===== src/verilog/ebha_defs.vh =====
// Constants shared by the external bus hold arbiter files.
`ifndef EBHA_DEFS_VH
`define EBHA_DEFS_VH
`define EBHA_SZ_BYTE 2'h0
`define EBHA_SZ_HALF 2'h1
`define EBHA_SZ_WORD 2'h2
`define EBHA_BUS8 1'h1
`define EBHA_ST_RESET 3'h0
`define EBHA_ST_IDLE 3'h1
`define EBHA_ST_BUSY 3'h2
`define EBHA_ST_FLOAT 3'h3
`define EBHA_ST_HOLD 3'h4
`define EBHA_ST_GAP 3'h5
`define EBHA_REQ_FETCH 3'h0
`define EBHA_REQ_OPER 3'h1
`define EBHA_REQ_DMA 3'h2
`define EBHA_REQ_REFR 3'h3
`define EBHA_REQ_NONE 3'h7
`define EBHA_SYNC_STAGES 2
`endif


===== src/verilog/ebha_split.v =====
// Splits one operand access into its sequence of bus pieces.
`timescale 1ns/1ns
`default_nettype none
`include "ebha_defs.vh"
module ebha_split (
   input wire i_bus8,
   input wire [1:0] i_size,
   input wire [1:0] i_addr_low,
   output reg [2:0] o_pieces,
   output reg [5:0] o_piece_sizes
);
   // Piece sizes are packed two bits each, first piece in the low bits.
   always @* begin
      o_pieces = 3'h1;
      o_piece_sizes = {4'h0, i_size};
      if (i_bus8) begin
         if (i_size == `EBHA_SZ_WORD) begin
            o_pieces = 3'h4;
            o_piece_sizes = 6'h00;
         end else if (i_size == `EBHA_SZ_HALF) begin
            o_pieces = 3'h2;
            o_piece_sizes = 6'h00;
         end
      end else if (i_size == `EBHA_SZ_HALF && i_addr_low[0]) begin
         o_pieces = 3'h2;
         o_piece_sizes = 6'h00;
      end else if (i_size == `EBHA_SZ_WORD) begin
         if (i_addr_low[0]) begin
            o_pieces = 3'h3;
            o_piece_sizes = {`EBHA_SZ_BYTE, `EBHA_SZ_HALF, `EBHA_SZ_BYTE};
         end else begin
            o_pieces = 3'h2;
            o_piece_sizes = {2'h0, `EBHA_SZ_HALF, `EBHA_SZ_HALF};
         end
      end
   end
endmodule
`default_nettype wire


===== src/verilog/ebha_arbiter.v =====
// External bus hold and priority arbiter.
`timescale 1ns/1ns
`default_nettype none
`include "ebha_defs.vh"
module ebha_arbiter (
   input wire i_core_clk,
   input wire i_nrst,
   input wire i_power_on_rst,
   input wire i_bus_hold_request_n,
   input wire i_port_pin_grant_function,
   input wire i_port_pin_request_function,
   input wire i_bus8,
   input wire i_cpu_bus_clk,
   input wire i_stop_idle_mode,
   input wire i_halt_mode,
   input wire i_refresh_req,
   input wire i_dma_req,
   input wire i_fetch_req,
   input wire i_oper_req,
   input wire [1:0] i_oper_size,
   input wire [1:0] i_oper_addr_low,
   input wire i_oper_rmw,
   input wire i_cycle_done,
   output wire o_bus_hold_grant_n,
   output wire o_bus_hold_grant_n_oe_n,
   output wire o_bus_float_n,
   output reg [2:0] o_owner,
   output reg [1:0] o_piece_size,
   output reg o_rmw_write,
   output wire o_cycle_start,
   output wire o_oper_ack,
   output wire o_ext_stall
);
   reg [1:0] req_sync_reg;
   reg [2:0] state_reg;
   reg [2:0] state_next;
   reg [2:0] piece_left_reg;
   reg [5:0] sizes_reg;
   reg rmw_pend_reg;
   reg grant_reg;
   reg float_reg;
   reg por_block_reg;
   wire warm_now;
   reg [2:0] pick;
   wire [2:0] pieces;
   wire [5:0] piece_sizes;
   wire hold_enabled;
   wire hold_req;
   wire locked;
   wire any_req;
   wire start;

   ebha_split u_split (
      .i_bus8(i_bus8),
      .i_size(i_oper_size),
      .i_addr_low(i_oper_addr_low),
      .o_pieces(pieces),
      .o_piece_sizes(piece_sizes)
   );

   // Pin synchroniser; only stage two feeds logic. It runs through reset so that
   // the request level held together with reset is known at the first edge after release.
   always @(posedge i_core_clk) begin
      req_sync_reg <= {req_sync_reg[0], i_bus_hold_request_n};
   end

   assign hold_enabled = i_port_pin_grant_function & i_port_pin_request_function;
   assign hold_req = hold_enabled & ~req_sync_reg[1] & ~i_stop_idle_mode
      & ~por_block_reg;
   assign warm_now = ~i_power_on_rst & hold_enabled & ~req_sync_reg[1];
   // Lock spans the gaps between split pieces and the read-to-write gap.
   assign locked = (piece_left_reg != 3'h0) | rmw_pend_reg;
   assign any_req = i_refresh_req | i_dma_req | i_fetch_req | i_oper_req | rmw_pend_reg;

   // Fixed priority among internal requesters, hold sitting above them all outside a locked sequence, where refresh and DMA still win slots.
   always @* begin
      pick = `EBHA_REQ_NONE;
      if (i_refresh_req) begin
         pick = `EBHA_REQ_REFR;
      end else if (i_dma_req) begin
         pick = `EBHA_REQ_DMA;
      end else if (i_fetch_req && (!locked || rmw_pend_reg || i_cpu_bus_clk)) begin
         pick = `EBHA_REQ_FETCH;
      end else if (i_oper_req || locked) begin
         pick = `EBHA_REQ_OPER;
      end
   end

   // A locked sequence restarts on cycle done, but refresh or DMA still gets that slot first.
   assign start = ((state_reg == `EBHA_ST_IDLE) && !(hold_req && !locked) && any_req)
      || ((state_reg == `EBHA_ST_BUSY) && i_cycle_done && locked);

   always @* begin
      state_next = state_reg;
      case (state_reg)
         `EBHA_ST_RESET: begin
            state_next = warm_now ? `EBHA_ST_GAP : `EBHA_ST_IDLE;
         end
         `EBHA_ST_GAP: begin
            state_next = hold_req ? `EBHA_ST_HOLD : `EBHA_ST_IDLE;
         end
         `EBHA_ST_IDLE: begin
            if (hold_req && !locked) begin
               state_next = i_halt_mode ? `EBHA_ST_HOLD : `EBHA_ST_FLOAT;
            end else if (any_req) begin
               state_next = `EBHA_ST_BUSY;
            end
         end
         `EBHA_ST_BUSY: begin
            if (i_cycle_done && !locked) begin
               state_next = `EBHA_ST_IDLE;
            end
         end
         `EBHA_ST_FLOAT: begin
            state_next = hold_req ? `EBHA_ST_HOLD : `EBHA_ST_IDLE;
         end
         `EBHA_ST_HOLD: begin
            state_next = hold_req ? `EBHA_ST_HOLD : `EBHA_ST_IDLE;
         end
         default: begin
            state_next = `EBHA_ST_IDLE;
         end
      endcase
   end

   // A request held through power-on reset is blocked until the pin is seen high once.
   always @(posedge i_core_clk or negedge i_nrst) begin
      if (!i_nrst) begin
         por_block_reg <= 1'h0;
      end else if (state_reg == `EBHA_ST_RESET) begin
         por_block_reg <= i_power_on_rst & ~req_sync_reg[1];
      end else if (req_sync_reg[1]) begin
         por_block_reg <= 1'h0;
      end
   end

   always @(posedge i_core_clk or negedge i_nrst) begin
      if (!i_nrst) begin
         state_reg <= `EBHA_ST_RESET;
         grant_reg <= 1'h0;
         float_reg <= 1'h0;
      end else begin
         state_reg <= state_next;
         grant_reg <= (state_next == `EBHA_ST_HOLD);
         float_reg <= (state_next == `EBHA_ST_HOLD) || (state_next == `EBHA_ST_FLOAT);
      end
   end

   always @(posedge i_core_clk or negedge i_nrst) begin
      if (!i_nrst) begin
         piece_left_reg <= 3'h0;
         sizes_reg <= 6'h00;
         rmw_pend_reg <= 1'h0;
         o_owner <= `EBHA_REQ_NONE;
         o_piece_size <= `EBHA_SZ_BYTE;
         o_rmw_write <= 1'h0;
      end else if (start) begin
         o_owner <= pick;
         o_rmw_write <= 1'h0;
         if (pick == `EBHA_REQ_OPER) begin
            if (piece_left_reg != 3'h0) begin
               piece_left_reg <= piece_left_reg - 3'h1;
               o_piece_size <= sizes_reg[1:0];
               sizes_reg <= {2'h0, sizes_reg[5:2]};
            end else if (rmw_pend_reg) begin
               rmw_pend_reg <= 1'h0;
               o_rmw_write <= 1'h1;
               o_piece_size <= i_oper_size;
            end else begin
               piece_left_reg <= pieces - 3'h1;
               o_piece_size <= piece_sizes[1:0];
               sizes_reg <= {2'h0, piece_sizes[5:2]};
               rmw_pend_reg <= i_oper_rmw;
            end
         end else begin
            o_piece_size <= `EBHA_SZ_WORD;
         end
      end
   end

   assign o_cycle_start = start;
   // Operand request is consumed on its first piece; the rest runs from the lock.
   assign o_oper_ack = start && (pick == `EBHA_REQ_OPER) && !locked;
   assign o_ext_stall = (state_reg == `EBHA_ST_HOLD || state_reg == `EBHA_ST_FLOAT)
      && any_req;
   assign o_bus_hold_grant_n = ~grant_reg;
   assign o_bus_hold_grant_n_oe_n = ~hold_enabled;
   assign o_bus_float_n = ~float_reg;
endmodule
`default_nettype wire


===== config.mk =====
export PLATFORM = sky130hd
export DESIGN_NAME = ebha_arbiter
export DESIGN_NICKNAME = d
export VERILOG_FILES = /design/src/verilog/ebha_split.v /design/src/verilog/ebha_arbiter.v
export VERILOG_INCLUDE_DIRS = /design/src /design/src/verilog
export SDC_FILE = /design/constraint.sdc
export NUM_CORES = 1
export LEC_CHECK = 0
export BUFFER_PORTS_ARGS = -buffer_cell sky130_fd_sc_hd__clkbuf_2
export CORE_ASPECT_RATIO = 1.4
export CORE_UTILIZATION = 52
export DETAILED_ROUTE_END_ITERATION = 10
export HOLD_SLACK_MARGIN = 0.1
export PLACE_DENSITY = 0.82
export REMOVE_ABC_BUFFERS = 1
export SLEW_MARGIN = 30
export SYNTH_ARGS = -nofsm -noshare
export SYNTH_HDL_FRONTEND = slang
export SYNTH_SLANG_ARGS = --single-unit

===== constraint.sdc =====
create_clock -name i_core_clk -period 2.1 [get_ports i_core_clk]
set_input_delay 0.42 -clock i_core_clk [delete_from_list [all_inputs] [get_ports i_core_clk]]
set_output_delay 0.42 -clock i_core_clk [all_outputs]
set_load 0.005 [all_outputs]

==> metrics.txt <==
# TYPE chip_impl_metric gauge
chip_impl_metric{name="core_area",unit="sq mm"} 0.00220
chip_impl_info{name="status",value="finished with violations"} 1
chip_impl_metric{name="totalWireLength",unit="um"} 3300
chip_impl_metric{name="num_antenna_cells",unit=""} 0
chip_impl_metric{name="final-hold-violation-count",unit=""} 0
chip_impl_metric{name="post_drt_wl_per_cell",unit="um"} 16.0
chip_impl_metric{name="die_height",unit="um"} 59.7
chip_impl_metric{name="synth_largest_type_area_fraction",unit=""} 0.283
chip_impl_metric{name="netSwitchingPower",unit="mW"} 0.870
chip_impl_metric{name="gr-total-overflow",unit=""} 0
chip_impl_metric{name="clock_tree.buffer_depth",unit=""} 2
chip_impl_metric{name="area_delta_synth_final",unit="%"} 33.8
chip_impl_metric{name="post_layout_nonfiller_instances",unit=""} 206
chip_impl_metric{name="fin_crit_sh",unit=""} 1.10
chip_impl_info{name="crit_path_start",value="rmw_pend_reg$_DFFE_PN0P_"} 1
chip_impl_metric{name="clkTransAtPathRegs",unit="ns"} 0.11
chip_impl_metric{name="latest_clock_arrival_within_the_worst_skew_pair",unit="ns"} 0.30
chip_impl_metric{name="ff2ff_setup_slack",unit="ns"} 0.03
chip_impl_metric{name="floorplan.rows",unit=""} 20
chip_impl_info{name="failed_checks",value="setup timing"} 1
chip_impl_metric{name="cellInternalPower",unit="mW"} 1.24
chip_impl_metric{name="fmax",unit="MHz"} 433
chip_impl_info{name="rsz0062_at_grt",value="true"} 1
chip_impl_metric{name="slew_headroom",unit=""} 0.636
chip_impl_metric{name="ys_seq_area_frac",unit=""} 0.379
chip_impl_metric{name="clock_power_share",unit=""} 0.089
chip_impl_info{name="setup.worst_path.end_class",value="output pin"} 1
chip_impl_metric{name="combPwrFrac",unit=""} 0.618
chip_impl_metric{name="slew_at_the_pin_closest_to_its_max_slew_limit",unit="ns"} 0.545
chip_impl_metric{name="detailed_router_iteration_count_before_antenna_repair",unit=""} 4
chip_impl_info{name="min_path_type",value="in2reg"} 1
chip_impl_info{name="most_frequent_standard_cell_in_the_layout_excluding_fill_and_tap_cells",value="sky130_fd_sc_hd__clkbuf_2"} 1
chip_impl_metric{name="yosys_warnings",unit=""} 0
chip_impl_metric{name="initial_utilization",unit=""} 0.562
chip_impl_info{name="timing_worst_setup_path_type",value="reg2out"} 1
chip_impl_metric{name="period_minus_slack",unit="ns"} 2.31
chip_impl_metric{name="r2r_cells",unit=""} 7
chip_impl_metric{name="async_flop_share",unit=""} 0.895
chip_impl_metric{name="peakVddDrop",unit="mV"} 0.642
chip_impl_metric{name="syn_area",unit="sq mm"} 0.00124
chip_impl_metric{name="power_density",unit="mW/mm^2"} 1270
chip_impl_metric{name="route.detailed.drc",unit=""} 0
chip_impl_info{name="main_synth_ff_type",value="sky130_fd_sc_hd__dfrtp_1"} 1
chip_impl_metric{name="seq_area",unit="sq um"} 472
chip_impl_metric{name="dp.final_hpwl",unit="um"} 2400
chip_impl_metric{name="detail_route.iter0.violations",unit=""} 42
chip_impl_metric{name="num_io_pins",unit=""} 32
chip_impl_metric{name="required",unit="ns"} 1.68
chip_impl_metric{name="cts_made_buffers",unit=""} 3
chip_impl_metric{name="ys_seq_elements",unit=""} 19
chip_impl_metric{name="switching_share",unit=""} 0.412
chip_impl_metric{name="post-place-cells",unit=""} 193
chip_impl_metric{name="finalWeightedCongestion",unit=""} 0.911
chip_impl_info{name="worstReg2RegStart",value="rmw_pend_reg$_DFFE_PN0P_"} 1
chip_impl_info{name="mostFrequentLayoutCells",value="sky130_fd_sc_hd__clkbuf_2 (30), sky130_fd_sc_hd__buf_4 (21), sky130_fd_sc_hd__dfrtp_1 (12)"} 1
chip_impl_metric{name="layout-drive-gt1-share",unit=""} 0.435
chip_impl_metric{name="synth_area_per_cell",unit="sq um"} 9.45
chip_impl_metric{name="die_w",unit="um"} 43.2
chip_impl_metric{name="setup_viol_count_final",unit=""} 3
chip_impl_metric{name="global_route_wire_length_before_repair",unit="um"} 5330
chip_impl_metric{name="post_synthesis_cell_type_count",unit=""} 46
chip_impl_info{name="post_synth_top_area_cell",value="sky130_fd_sc_hd__dfrtp_1"} 1
chip_impl_metric{name="remaining_antenna_violation_count",unit=""} 0
chip_impl_metric{name="cellLeakagePower",unit="nW"} 0.791
chip_impl_metric{name="syn-instance-count",unit=""} 131
chip_impl_metric{name="gr-usage-all-layers",unit=""} 0.273
chip_impl_metric{name="vias",unit=""} 1226
chip_impl_metric{name="cts.sink_count",unit=""} 19
chip_impl_metric{name="grt_pass1_vias",unit=""} 1316
chip_impl_metric{name="area_enclosed_by_the_die_boundary",unit="sq mm"} 0.00258
chip_impl_metric{name="antenna_found_initial",unit=""} 0
chip_impl_metric{name="report.final.slew_viol_count",unit=""} 0
chip_impl_metric{name="synth_enable_flop_cells",unit=""} 0
chip_impl_info{name="crit-reg2reg-capture",value="float_reg$_DFF_PN0_"} 1
chip_impl_metric{name="timing.critical_path.fanout_max",unit=""} 3
chip_impl_metric{name="vias_per_cell",unit=""} 5.95
chip_impl_info{name="yosys-top-cells-area",value="sky130_fd_sc_hd__dfrtp_1 (28%), sky130_fd_sc_hd__dfstp_2 (6.4%), sky130_fd_sc_hd__ha_1 (5.1%)"} 1
chip_impl_metric{name="final.hold.worst_slack",unit="ns"} 0.222
chip_impl_metric{name="power.sequential.fraction",unit=""} 0.293
chip_impl_info{name="cts_root_buf",value="sky130_fd_sc_hd__clkbuf_4"} 1
chip_impl_metric{name="setup_ws",unit="ns"} -0.210
chip_impl_metric{name="multi_input_comb_area",unit="sq um"} 759
chip_impl_metric{name="num-nets-final",unit=""} 210
chip_impl_info{name="critPathCapture",value="o_oper_ack"} 1
chip_impl_info{name="startpoint_type",value="flop"} 1
chip_impl_info{name="cts_tree",value="built"} 1
chip_impl_metric{name="arrival",unit="ns"} 1.89
chip_impl_metric{name="cts.htree.levels",unit=""} 1
chip_impl_metric{name="grt_max_degree",unit=""} 18
chip_impl_metric{name="fill_cells",unit=""} 162
chip_impl_metric{name="finClkSkew",unit="ns"} 0.0126
chip_impl_metric{name="cap_viol_max_count",unit=""} 0
chip_impl_metric{name="io_buffer_count",unit=""} 30
==> worst max-delay path: stages (launching register included) <==
cell and delay [ns]:
sky130_fd_sc_hd__dfrtp_1 0.43, sky130_fd_sc_hd__or3_4 0.36, sky130_fd_sc_hd__o31ai_4 0.23, sky130_fd_sc_hd__o21a_1 0.24, sky130_fd_sc_hd__nor2_4 0.06, sky130_fd_sc_hd__and3_4 0.16
sky130_fd_sc_hd__clkbuf_2 0.10
==> routing by layer <==
metal | up-vias | track usage | part of all wire
met4 | 0 | 0.182 | 0.042
met5 | - | 0 | 0
met1 | 590 | 0.280 | 0.38
met3 | 14 | 0.0332 | 0.040
met2 | 44 | 0.505 | 0.54
li1 | 578 | - | -
==> cells by family (layout without fill, tap and decap cells) <==
group	count (synthesis)	in the layout	synth area share
compound gates	37	37	0.203
xor+xnor	1	1	0.00708
buf+inv	15	68	0.0526
mux	8	8	0.0748
flops	19	19	0.379
simple gates	46	46	0.233
fa+ha+maj	5	5	0.0506
==> metrics by stage <==
step	total power, mW	setup WS [ns]	TNS, ns	utilization	area [sq um]
5_1_grt	2.22	-0.251	-0.586	0.752	1660
6_report	2.11	-0.210	-0.427	0.752	1660
3_5_place_dp	1.68	-0.0424	-0.0554	0.680	1500
3_3_place_gp	1.62	-0.00766	-0.00766	0.680	1500
2_1_floorplan	1.24	-0.0834	-0.0834	-	1210
4_1_cts	1.94	-0.221	-0.437	0.714	1570
==> how the worst min path moves through the flow <==
stage / startpoint / to / slack (ns) / cells past startpoint
after CTS: i_bus_hold_request_n / req_sync_reg[0]$_DFF_P_ / 0.22 / 1
after global placement: req_sync_reg[0]$_DFF_P_ / req_sync_reg[1]$_DFF_P_ / 0.31 / 0
after global routing: i_bus_hold_request_n / req_sync_reg[0]$_DFF_P_ / 0.21 / 1
after floorplan: i_nrst / float_reg$_DFF_PN0_ / 0.12 / 0
after detailed placement: req_sync_reg[0]$_DFF_P_ / req_sync_reg[1]$_DFF_P_ / 0.31 / 0
final: i_bus_hold_request_n / req_sync_reg[0]$_DFF_P_ / 0.22 / 1
==> final cells by class <==
type | instances | area share
timing repair buffer | 53 | 0.199
multi-input combinational | 97 | 0.459
sequential | 19 | 0.285
clock buffer | 4 | 0.0159
inverter | 11 | 0.0249
tap | 22 | 0.0166
==> cells in the mapped netlist (3+ instances only) <==
cell type                 count
sky130_fd_sc_hd__a21oi_1      8
sky130_fd_sc_hd__and2_1       4
sky130_fd_sc_hd__dfrtp_1     14
sky130_fd_sc_hd__dfstp_2      3
sky130_fd_sc_hd__ha_1         5
sky130_fd_sc_hd__inv_1       11
sky130_fd_sc_hd__mux2i_1      4
sky130_fd_sc_hd__nand2_1      8
sky130_fd_sc_hd__nand3_1      3
sky130_fd_sc_hd__nor2_1       9
sky130_fd_sc_hd__nor3_1       5
sky130_fd_sc_hd__o21ai_0      9
==> timing repair <==
item	in CTS	in global routing
endpoints found under the setup margin	3	6
buffers inserted	3	5
resized for setup	4	12
pin swaps	3	5
cloned	0	0
hold buffers	1	0
hold endpoints to repair	14	0
==> power by group through the flow <==
stage          Sequential [mW]  Clock, mW  Combinational [mW]
3_5_place_dp             0.619          0                1.06
5_1_grt                  0.628      0.205                1.39
2_1_floorplan            0.637          0               0.607
3_3_place_gp             0.606          0                1.01
6_report                 0.618      0.188                1.30
4_1_cts                  0.611      0.189                1.14
Power figures use the tool's default switching activity.
